## config.mk

```make
export PLATFORM = sky130hd
export DESIGN_NAME = asc_host
export DESIGN_NICKNAME = d
export VERILOG_FILES = /design/src/asc_delay.v /design/src/asc_host.v
export VERILOG_INCLUDE_DIRS = /design/src
export SDC_FILE = /design/constraint.sdc
export NUM_CORES = 1
export LEC_CHECK = 0
export BUFFER_PORTS_ARGS = -buffer_cell sky130_fd_sc_hd__buf_2
export CORE_MARGIN = 2
export CORE_UTILIZATION = 30
export CTS_CLUSTER_DIAMETER = 100
export CTS_CLUSTER_SIZE = 40
export DETAILED_ROUTE_END_ITERATION = 8
export REMOVE_ABC_BUFFERS = 1
export SLEW_MARGIN = 20
export SYNTH_ARGS = -nofsm -noshare
export SYNTH_HDL_FRONTEND = slang
export SYNTH_SLANG_ARGS = --single-unit
```

## constraint.sdc

```tcl
create_clock -name clk -period 1.6 [get_ports clk]
set_clock_uncertainty 0.15 [all_clocks]
set_input_delay 0.32 -clock clk [delete_from_list [all_inputs] [get_ports clk]]
set_output_delay 0.32 -clock clk [all_outputs]
set_load 0.005 [all_outputs]
```

## src/asc_map.vh

```
// timing and field constants for the static memory host controller
// Operation
// - write needs chip select, write strobe and a lane select low
// - write data valid 5.0 ns before the strobe edge ending the write
// - write strobe low with output enable low: float delay plus setup
// - wait 100.0 us after stable supply before first access
// - address valid at write start, and 7.0 ns before write end
// - lane selects low at least 7.0 ns before write end
// - deselect before retention; 10.0 ns recovery after supply returns
// - host never drives data while the memory drives it
`ifndef ASC_MAP_VH
`define ASC_MAP_VH
// ----------------------------------------
// clock and printed times (picoseconds)
// ----------------------------------------
`define ASC_CLK_PS 25000
`define ASC_STABLE_WAIT_PS 100000000
`define ASC_ADDR_SETUP_TO_END_PS 7000
`define ASC_LANE_SELECT_TO_END_PS 7000
`define ASC_DATA_SETUP_TO_END_PS 5000
`define ASC_STROBE_TO_FLOAT_PS 5000
`define ASC_RETENTION_RECOVERY_PS 10000
`define ASC_READ_CYCLE_PS 10000
`define ASC_ADDR_TO_DATA_PS 10000
`define ASC_LANE_RELEASE_PS 6000
// ----------------------------------------
// derived counts, least times rounded up
// ----------------------------------------
`define ASC_CEIL(t) (((t) + `ASC_CLK_PS - 1) / `ASC_CLK_PS)
`define ASC_STABLE_WAIT_CYC `ASC_CEIL(`ASC_STABLE_WAIT_PS)
`define ASC_WRITE_LOW_PS (`ASC_STROBE_TO_FLOAT_PS + `ASC_DATA_SETUP_TO_END_PS)
`define ASC_WRITE_LOW_CYC `ASC_CEIL(`ASC_WRITE_LOW_PS)
`define ASC_RECOVERY_CYC `ASC_CEIL(`ASC_RETENTION_RECOVERY_PS)
`define ASC_READ_CYC `ASC_CEIL(`ASC_ADDR_TO_DATA_PS)
`define ASC_TURN_CYC `ASC_CEIL(`ASC_LANE_RELEASE_PS)
`define ASC_CNT_W 16
`endif

```

## src/asc_delay.v

```verilog
// down counter that flags when a programmed wait has elapsed
`timescale 1ns/1ps
module asc_delay #(
  parameter W = 16
) (
  input wire clk,            // system clock
  input wire reset_n,        // sync reset, active low
  input wire load,           // start a wait
  input wire [W-1:0] count,  // cycles to wait
  output reg done            // high once the wait has run out
);
  reg [W-1:0] left;
  // ----------------------------------------
  // count down, flag at zero
  // ----------------------------------------
  always @(posedge clk)
  begin
    if (!reset_n)
    begin
      left <= {W{1'b0}};
      done <= 1'b0;
    end
    else if (load)
    begin
      left <= count;
      done <= 1'b0;
    end
    else if (left > {{(W-1){1'b0}}, 1'b1})
      left <= left - {{(W-1){1'b0}}, 1'b1};
    else
    begin
      left <= {W{1'b0}};
      done <= 1'b1;
    end
  end
endmodule

```

## src/asc_host.v

```verilog
// host controller driving an asynchronous 16-bit static memory
`timescale 1ns/1ps
`include "asc_map.vh"
module asc_host #(
  parameter AW = 20,                                  // address width
  parameter STABLE_WAIT_CYC = `ASC_STABLE_WAIT_CYC    // power-up wait
) (
  input wire clk,                  // 40 MHz clock
  input wire reset_n,              // sync reset, active low
  input wire req_valid,            // user request strobe
  input wire req_write,            // 1 write, 0 read
  input wire [AW-1:0] req_addr,    // word address
  input wire [15:0] req_wdata,     // write data
  input wire [1:0] req_lanes,      // bit0 low byte, bit1 high byte
  input wire retain_req,           // level: supply about to drop
  output reg req_ready,            // idle and able to take a request
  output reg rsp_valid,            // one-cycle pulse, read data valid
  output reg [15:0] rsp_rdata,     // read data, unused lanes zero
  output reg retained,             // chip deselected for retention
  output reg chip_select_n,        // memory chip select
  output reg output_enable_n,      // memory output enable
  output reg write_strobe_n,       // memory write strobe
  output reg low_byte_select_n,    // low lane select
  output reg high_byte_select_n,   // high lane select
  output reg [AW-1:0] mem_addr,    // memory address
  output reg [15:0] data_out,      // data driven to memory
  output reg data_oe,              // high while host drives data
  input wire [15:0] data_in        // data bus as seen on the pins
);
  localparam CW = `ASC_CNT_W;
  // counts kept as integers and cut to the counter width where loaded
  localparam integer WRITE_LOW_CYC = `ASC_WRITE_LOW_CYC;
  localparam integer READ_WAIT_CYC = `ASC_READ_CYC + 2;
  localparam integer TURN_CYC = `ASC_TURN_CYC;
  localparam integer RECOVERY_CYC = `ASC_RECOVERY_CYC;
  localparam S_POWER = 3'd0;
  localparam S_IDLE = 3'd1;
  localparam S_WRITE = 3'd2;
  localparam S_READ = 3'd3;
  localparam S_TURN = 3'd4;
  localparam S_RETAIN = 3'd5;
  localparam S_RECOVER = 3'd6;

  reg [2:0] state;
  reg load;
  reg [CW-1:0] load_count;
  wire done;
  reg [15:0] din_meta;
  reg [15:0] din_sync;
  reg ret_meta;
  reg ret_sync;
  reg [1:0] lanes;

  // keep the lane mask on data so unselected bytes read as zero
  function [15:0] lane_mask;
    input [1:0] l;
    begin
      lane_mask = {{8{l[1]}}, {8{l[0]}}};
    end
  endfunction

  asc_delay #(.W(CW)) u_delay (
    .clk(clk),
    .reset_n(reset_n),
    .load(load),
    .count(load_count),
    .done(done)
  );

  // ----------------------------------------
  // pin synchronisers
  // ----------------------------------------
  // read data is async to clk; two stages before the capture register
  always @(posedge clk)
  begin
    if (!reset_n)
    begin
      din_meta <= 16'h0000;
      din_sync <= 16'h0000;
      ret_meta <= 1'b0;
      ret_sync <= 1'b0;
    end
    else
    begin
      din_meta <= data_in;
      din_sync <= din_meta;
      ret_meta <= retain_req;
      ret_sync <= ret_meta;
    end
  end

  // ----------------------------------------
  // sequencer
  // ----------------------------------------
  // every wait below is a rounded-up cycle count
  // whole cycle timing
  always @(posedge clk)
  begin
    load <= 1'b0;
    load_count <= {CW{1'b0}};
    rsp_valid <= 1'b0;
    if (!reset_n)
    begin
      state <= S_POWER;
      req_ready <= 1'b0;
      rsp_rdata <= 16'h0000;
      retained <= 1'b0;
      chip_select_n <= 1'b1;
      output_enable_n <= 1'b1;
      write_strobe_n <= 1'b1;
      low_byte_select_n <= 1'b1;
      high_byte_select_n <= 1'b1;
      mem_addr <= {AW{1'b0}};
      data_out <= 16'h0000;
      data_oe <= 1'b0;
      lanes <= 2'b00;
      load <= 1'b1;
      load_count <= STABLE_WAIT_CYC[CW-1:0];
    end
    else
    begin
      case (state)
        S_POWER:
        begin
          if (done && !load)
          begin
            state <= S_IDLE;
            req_ready <= 1'b1;
          end
        end
        S_IDLE:
        begin
          if (ret_sync)
          begin
            state <= S_RETAIN;
            req_ready <= 1'b0;
            retained <= 1'b1;
            chip_select_n <= 1'b1;
          end
          else if (req_valid && req_lanes != 2'b00)
          begin
            req_ready <= 1'b0;
            lanes <= req_lanes;
            mem_addr <= req_addr;
            chip_select_n <= 1'b0;
            low_byte_select_n <= ~req_lanes[0];
            high_byte_select_n <= ~req_lanes[1];
            load <= 1'b1;
            if (req_write)
            begin
              state <= S_WRITE;
              write_strobe_n <= 1'b0;
              output_enable_n <= 1'b1;
              // memory outputs already off, oe high
              data_out <= req_wdata;
              data_oe <= 1'b1;
              load_count <= WRITE_LOW_CYC[CW-1:0];
            end
            else
            begin
              state <= S_READ;
              output_enable_n <= 1'b0;
              // two extra cycles cover the data synchroniser
              load_count <= READ_WAIT_CYC[CW-1:0];
            end
          end
        end
        S_WRITE:
        begin
          // data held to the ending edge
          if (done && !load)
          begin
            // strobe rise ends the write; rest stay
            write_strobe_n <= 1'b1;
            state <= S_TURN;
            load <= 1'b1;
            load_count <= TURN_CYC[CW-1:0];
          end
        end
        S_READ:
        begin
          if (done && !load)
          begin
            rsp_rdata <= din_sync & lane_mask(lanes);
            rsp_valid <= 1'b1;
            output_enable_n <= 1'b1;
            chip_select_n <= 1'b1;
            low_byte_select_n <= 1'b1;
            high_byte_select_n <= 1'b1;
            state <= S_TURN;
            load <= 1'b1;
            load_count <= TURN_CYC[CW-1:0];
          end
        end
        S_TURN:
        begin
          // release data a cycle after the strobe rose: zero hold met
          data_oe <= 1'b0;
          chip_select_n <= 1'b1;
          low_byte_select_n <= 1'b1;
          high_byte_select_n <= 1'b1;
          if (done && !load)
          begin
            state <= S_IDLE;
            req_ready <= 1'b1;
          end
        end
        S_RETAIN:
        begin
          if (!ret_sync)
          begin
            state <= S_RECOVER;
            load <= 1'b1;
            load_count <= RECOVERY_CYC[CW-1:0];
          end
        end
        S_RECOVER:
        begin
          if (done && !load)
          begin
            retained <= 1'b0;
            state <= S_IDLE;
            req_ready <= 1'b1;
          end
        end
        default:
        begin
          state <= S_IDLE;
          req_ready <= 1'b1;
        end
      endcase
    end
  end
endmodule

```

==> impl_metrics.py, run 1 <==
metrics = {
    "floorplanning": {
        "fp.dieArea_um2": 15250,
        "start_util_pct": 30.74,
        "die_x_um": 123.5,
        "rows": 43,
        "core_area_um2": 13930,
        "ioPinCount": 120,
        "die_h_um": 123.5,
    },
    "synth": {
        "synth_top_family_by_area": "simple AND/OR/NAND/NOR gates",
        "synth.avg_cell_area_um2": 9.436,
        "synth-simple-area-share_pct": 23.42,
        "ys_seq_area_share_pct": 56.54,
        "netlist.area_leader.share_pct": 56.54,
        "synth_adder_area_share_pct": 0.5841,
        "synth_seq_cells": 121,
        "synth_warnings": 0,
        "synthXorXnorAreaFrac_pct": 1.840,
        "yosys.area.top_type": "dfxtp_1",
        "ys.flop_type": "dfxtp_1",
        "synthTopCellsByArea": "dfxtp_1 57%, nand2_1 6.6%, a21oi_1 5.8%",
        "muxShareOfSynthArea_pct": 0,
        "synth_edf_count": 0,
        "synth_cell_types": 45,
        "syn_area_um2": 4284,
        "synth-compound-area-share_pct": 13.76,
        "async_flop_share_pct": 0,
        "postSynthCellCount": 454,
    },
    "grt": {
        "grtUsageTotal_pct": 14.81,
        "grt_pass1_wl_mm": 17.47,
        "grt_pass1_vias": 3797,
        "antenna_found_initial": 0,
        "grt_max_degree": 45,
        "grt.overflow.total": 0,
    },
    "pwr": {
        "finalPower_w": 0.008336,
        "ir_drop_mv": 0.6545,
        "p_leak_nw": 2.938,
        "power.density_nw_per_um2": 1198,
    },
    "run": {
        "drv_cap": 0,
    },
    "finish": {
        "drive_gt1_share_pct": 42.34,
        "fin_area_um2": 6959,
        "areaGrowthSynthToFinish_pct": 62.44,
        "multi_input_area_um2": 2024,
        "ff_latch_area_um2": 2432,
        "antenna_cells": 0,
        "stdcell_count": 865,
        "fin_nets": 733,
        "num-fill-cells": 1250,
    },
    "critical_path": {
        "worstPathMaxFanout": 2,
        "cp.required_ns": 1.78,
        "crit_path_end": "u_delay.left[13]",
        "start_kind": "register",
        "path_class": "reg2reg",
        "worst_setup_path_end_kind": "register",
        "reg2reg_slack_ns": -0.15,
        "startpoint": "u_delay.left[11]",
        "arrival_ns": 1.94,
        "r2r_start": "u_delay.left[11]",
        "reg2regPathDepth": 6,
        "r2r_end": "u_delay.left[13]",
    },
    "routing": {
        "via_per_inst": 4.543,
        "drt_iter0_drc": 189,
        "ant_nets": 0,
        "firstDrtPassIters": 4,
        "met2WireLength_mm": 5.992,
        "num_vias": 3930,
        "drt-total-wl_mm": 11.70,
        "drc": 0,
        "wl_per_cell_um": 13.52,
        "wl_met1_mm": 4.883,
        "dr_wl_met3_um": 588,
        "highest_layer": "met4",
    },
    "sta": {
        "worst_pin_slew_ns": 0.6092,
        "rsz0062_at_grt": "yes",
        "drv_slew": 0,
        "period_share_pct": 109.6,
        "finalHoldViolCount": 0,
        "setup_viol": 47,
        "min_period_ns": 1.753,
        "whs_ns": 0.02298,
        "relSlewSlack_pct": 59.38,
        "layout_setup_ws_ns": -0.1529,
        "fmax_mhz": 570.5,
    },
    "clocking": {
        "cts_buffers": 17,
        "cts_root_buf": "clkbuf_16",
        "htreeDepth": 4,
        "cts.reportedPaths.clkPinSlew_ns": 0.06,
        "clkSinkCount": 121,
        "insertion_delay_ns": 0.42,
        "clockBufferDepth": 2,
        "cts_tree": "yes",
    },
    "outcome": {
        "violations": "negative setup slack",
        "status": "finished, violations left",
    },
    "placement": {
        "pre_cts_slack_ns": -0.2521,
        "io_buffers": 119,
        "place_hpwl_mm": 7.015,
        "dpl-instance-area_um2": 5355,
        "gp_routability_congestion": 0.8419,
        "dpl.cell_count": 775,
    },
    "hold_path": {
        "holdCritPathClass": "in2reg",
    },
}
cell type report:
class	instances	area share, %
repair buffers	226	23.91
well taps	180	3.236
flip-flops and latches	121	34.95
multi-input cells	300	29.09
inverters	6	0.3236
clock buffers	17	6.113
clock inverters	15	2.373
timing repair:
item / in CTS / in global routing
hold buffers: 48 / 0
buffers inserted: 2 / 2
cloned: 1 / 5
endpoints found under the hold margin: 48 / 0
resized for setup: 22 / 83
pin swaps: 7 / 34
setup endpoints to repair: 72 / 76
how the worst min path moves through the flow:
stage | start | cells after the start | endpoint
6_report | req_wdata[1] | 3 | data_out[1]
5_1_grt | req_addr[5] | 3 | mem_addr[5]
4_1_cts | req_wdata[12] | 3 | data_out[12]
3_5_place_dp | din_meta[11] | 1 | din_sync[11]
3_3_place_gp | din_meta[9] | 1 | din_sync[9]
2_1_floorplan | reset_n | 1 | load
cells in the mapped netlist, drive strengths merged, types with 3 or more instances:
| cell type | n |
|---|---|
| nor3 | 10 |
| nand2 | 76 |
| dfxtp | 121 |
| or3 | 5 |
| a22o | 16 |
| a21oi | 51 |
| o21ai | 16 |
| nand3 | 23 |
| xor2 | 7 |
| clkbuf | 15 |
| nand2b | 6 |
| nor2 | 23 |
| nor4b | 3 |
| and2 | 38 |
| buf | 12 |
| inv | 6 |
metrics by stage:
stage	setup TNS [ns]	util, %
after global placement	-3.504	38.43
after floorplan	-27.03	-
after detailed placement	-6.552	38.43
final	-1.334	49.94
after global routing	-7.069	49.94
after CTS	-1.470	46.88
routing by layer:
metal	GRT usage, %	up-vias
li1	-	1983
met1	16.50	1834
met2	25.72	99
met3	5.166	14
met4	5.895	0
met5	0	-
critical path, cell delays in order, from the launching register on:
cell and delay, ns:
dfxtp_2 0.33, nor4_4 0.34, buf_4 0.19, buf_4 0.11
nand2b_1 0.06, or3_4 0.37, a21oi_2 0.12
cells by family after synthesis:
logic type                 after synthesis
xor gates and xnor gates                 9
adders and majority gates                2
buffers and inverters                   33
AOI/OAI and AO/OA                       97
DFF                                    121
and+or+nand+nor                        192
registers in the layout, indices dropped and copies added (netlist names):
| signal | cells |
|---|---|
| mem_addr | 20 |
| data_out | 16 |
| din_meta | 16 |
| din_sync | 16 |
| rsp_rdata | 16 |
| u_delay.left | 16 |
| load_count | 3 |
| state | 3 |
| lanes | 2 |
| chip_select_n | 1 |
| data_oe | 1 |
| high_byte_select_n | 1 |
| load | 1 |
| low_byte_select_n | 1 |
| output_enable_n | 1 |
| req_ready | 1 |
| ret_meta | 1 |
| ret_sync | 1 |
| retained | 1 |
| rsp_valid | 1 |
| u_delay.done | 1 |
| write_strobe_n | 1 |
report_power, final:
part / switching (W) / internal [W]
registers: 0.000101 / 0.00315
logic: 0.000615 / 0.000712
clock network: 0.00144 / 0.00232
cell usage in the layout (no fill, tap or decap), drive strengths merged, types with 3 or more instances in the layout:
cell type and instances:
buf 174, nor2 23, a22o 16, dlygate4sd3 48
nand2 76, o21ai 16, dfxtp 121, nand3 23
clkbuf 21, nor4b 3, or3 5, inv 12
a21oi 51, nor3 10, nand2b 6, clkinv 6
xor2 7, and2 38
No activity file was read; power rests on OpenSTA's default activity.
==> run 2, diff against run 1 <==
- CORE_ASPECT_RATIO: default -> 1.2
==> run 2 against run 1 <==
Compared with the run above: the flow finishes with violations (design-rule violations, negative setup slack); fmax grew 4.5%; cell area shrank 3.1%; critical path depth shrank 1; sequential power is essentially flat; flip-flop and latch count is the same; sequential share of layout area grew 1.1 points; utilization shrank 1.4 points; first-iteration DRC count shrank 33%; die area is essentially flat; clock power shrank 5%; critical endpoint is now u_delay.left[15]; highest routed layer unchanged.
==> impl_metrics.py, run 2 (synthesis results as in run 1) <==
metrics = {
    "critical_path": {
        "startpoint": "u_delay.left[11]",
        "reg2reg_slack_ns": -0.08,
        "arrival_ns": 1.87,
        "worst_setup_path_end_kind": "register",
        "reg2regPathDepth": 5,
        "r2r_start": "u_delay.left[11]",
        "start_kind": "register",
        "cp.required_ns": 1.79,
        "r2r_end": "u_delay.left[15]",
        "worstPathMaxFanout": 4,
        "path_class": "reg2reg",
    },
    "floorplanning": {
        "ioPinCount": 120,
        "die_h_um": 134.9,
        "start_util_pct": 30.87,
        "core_area_um2": 13880,
        "fp.dieArea_um2": 15260,
        "die_x_um": 113.1,
        "rows": 47,
    },
    "sta": {
        "setup_viol": 15,
        "drv_slew": 0,
        "min_period_ns": 1.677,
        "tns_ns": -0.6563,
        "period_share_pct": 104.8,
        "worst_pin_slew_ns": 0.4232,
        "rsz0062_at_grt": "yes",
        "layout_setup_ws_ns": -0.07666,
        "whs_ns": 0.01389,
        "finalHoldViolCount": 0,
        "relSlewSlack_pct": 71.62,
        "fmax_mhz": 596.4,
    },
    "routing": {
        "num_vias": 3900,
        "drt_iter0_drc": 127,
        "firstDrtPassIters": 6,
        "via_per_inst": 4.615,
        "wl_per_cell_um": 14.00,
        "drc": 3,
        "drt-total-wl_mm": 11.83,
        "ant_nets": 0,
    },
    "grt": {
        "antenna_found_initial": 0,
        "grt_pass1_wl_mm": 18.37,
        "grt_max_degree": 43,
        "grt_pass1_vias": 4010,
        "grt.overflow.total": 0,
        "grtUsageTotal_pct": 14.97,
    },
    "placement": {
        "io_buffers": 119,
        "dpl.cell_count": 764,
        "gp_routability_congestion": 0.7951,
        "place_hpwl_mm": 7.358,
    },
    "finish": {
        "stdcell_count": 845,
        "fin_nets": 722,
        "areaGrowthSynthToFinish_pct": 57.36,
        "regMostFlops": "mem_addr",
        "antenna_cells": 0,
        "drive_gt1_share_pct": 40.65,
        "largest_reg_flops": 20,
        "post-route-util_pct": 48.58,
        "final_cell_mix": "119 x buf_2, 114 x dfxtp_1, 70 x nand2_1",
        "num-fill-cells": 1292,
        "mostFrequentLayoutCell": "buf_2",
    },
    "pwr": {
        "p_int_w": 0.006009,
        "p_switching_w": 0.002095,
        "sw_frac_of_total_pct": 25.86,
        "ir_drop_mv": 0.5893,
        "p_leak_nw": 2.792,
        "pwr-share-clk_pct": 44.1,
        "sequentialPowerShare_pct": 40.2,
        "power.density_nw_per_um2": 1202,
        "p_comb_share_pct": 15.7,
        "finalPower_w": 0.008104,
    },
    "clocking": {
        "clkSinkCount": 121,
        "cts_tree": "yes",
        "cts.reportedPaths.clkPinSlew_ns": 0.05,
        "clockBufferDepth": 2,
        "htreeDepth": 4,
        "cts_root_buf": "clkbuf_16",
        "cts_buffers": 17,
        "insertion_delay_ns": 0.41,
    },
    "outcome": {
        "status": "finished, violations left",
        "violations": "design-rule violations, negative setup slack",
    },
    "run": {
        "drv_cap": 0,
    },
    "hold_path": {
        "holdCritPathClass": "in2reg",
        "hold_end": "mem_addr[12]",
        "hold_depth": 3,
        "hp-start": "req_addr[12]",
    },
}
[run 2: changes by cell type in the layout (fill, tap and decap cells not counted), moves of 6 or more]
cell,before,now
o21ai_1,10,3
nand2_1,64,70
nand2_4,7,1
nand3_1,16,10
[run 2: worst max-delay path: stages, from the launching register on]
cell	delay, ns
dfxtp_2	0.33
nor4_4	0.30
buf_4	0.18
nand2_4	0.05
or4_4	0.48
a21oi_2	0.11
[run 2: power by group through the flow]
stage	registers [W]	clock network, W	logic (W)
global placement	0.00330	0	0.000986
finish	0.00326	0.00357	0.00127
detailed placement	0.00331	0	0.00101
CTS	0.00325	0.00366	0.00114
global route	0.00327	0.00382	0.00140
floorplan	0.00330	0	0.000519
[run 2: area by class of cell]
cell class                      instances  area [um2]  area share [%]
Multi-Input combinational cell        300        1994           29.58
Clock inverter                         13       118.9           1.763
Sequential cell                       121        2434           36.10
Inverter                                6       22.52          0.3341
Timing Repair Buffer                  215        1515           22.48
Tap cell                              171       214.0           3.174
Clock buffer                           19       442.9           6.570
[run 2: worst max-delay path by stage]
stage / end / depth (start not counted)
2_1_floorplan: high_byte_select_n / 4
3_3_place_gp: rsp_rdata[11] / 4
3_5_place_dp: rsp_rdata[10] / 4
4_1_cts: u_delay.left[11] / 6
5_1_grt: u_delay.left[10] / 6
6_report: u_delay.left[15] / 5
[run 2: layer usage]
layer | part of all wire [%] | GRT usage [%]
met1 | 42 | 16.46
met2 | 52 | 26.98
met3 | 4.7 | 4.713
met4 | 1.3 | 5.488
met5 | 0 | 0
[run 2: repair_timing]
item,in CTS,in global routing
gates cloned,0,3
hold buffers,42,2
setup buffers,1,2
gates resized for setup,11,73
hold endpoints to repair,42,2
pin swaps,5,30
endpoints found under the setup margin,49,69
[run 2: per-stage QoR]
stage / worst slack [ns] / instance area [um2]
floorplan: -0.5087 / 4141
global placement: -0.09265 / 5329
detailed placement: -0.1028 / 5329
CTS: -0.06144 / 6360
global route: -0.1370 / 6741
finish: -0.07666 / 6741
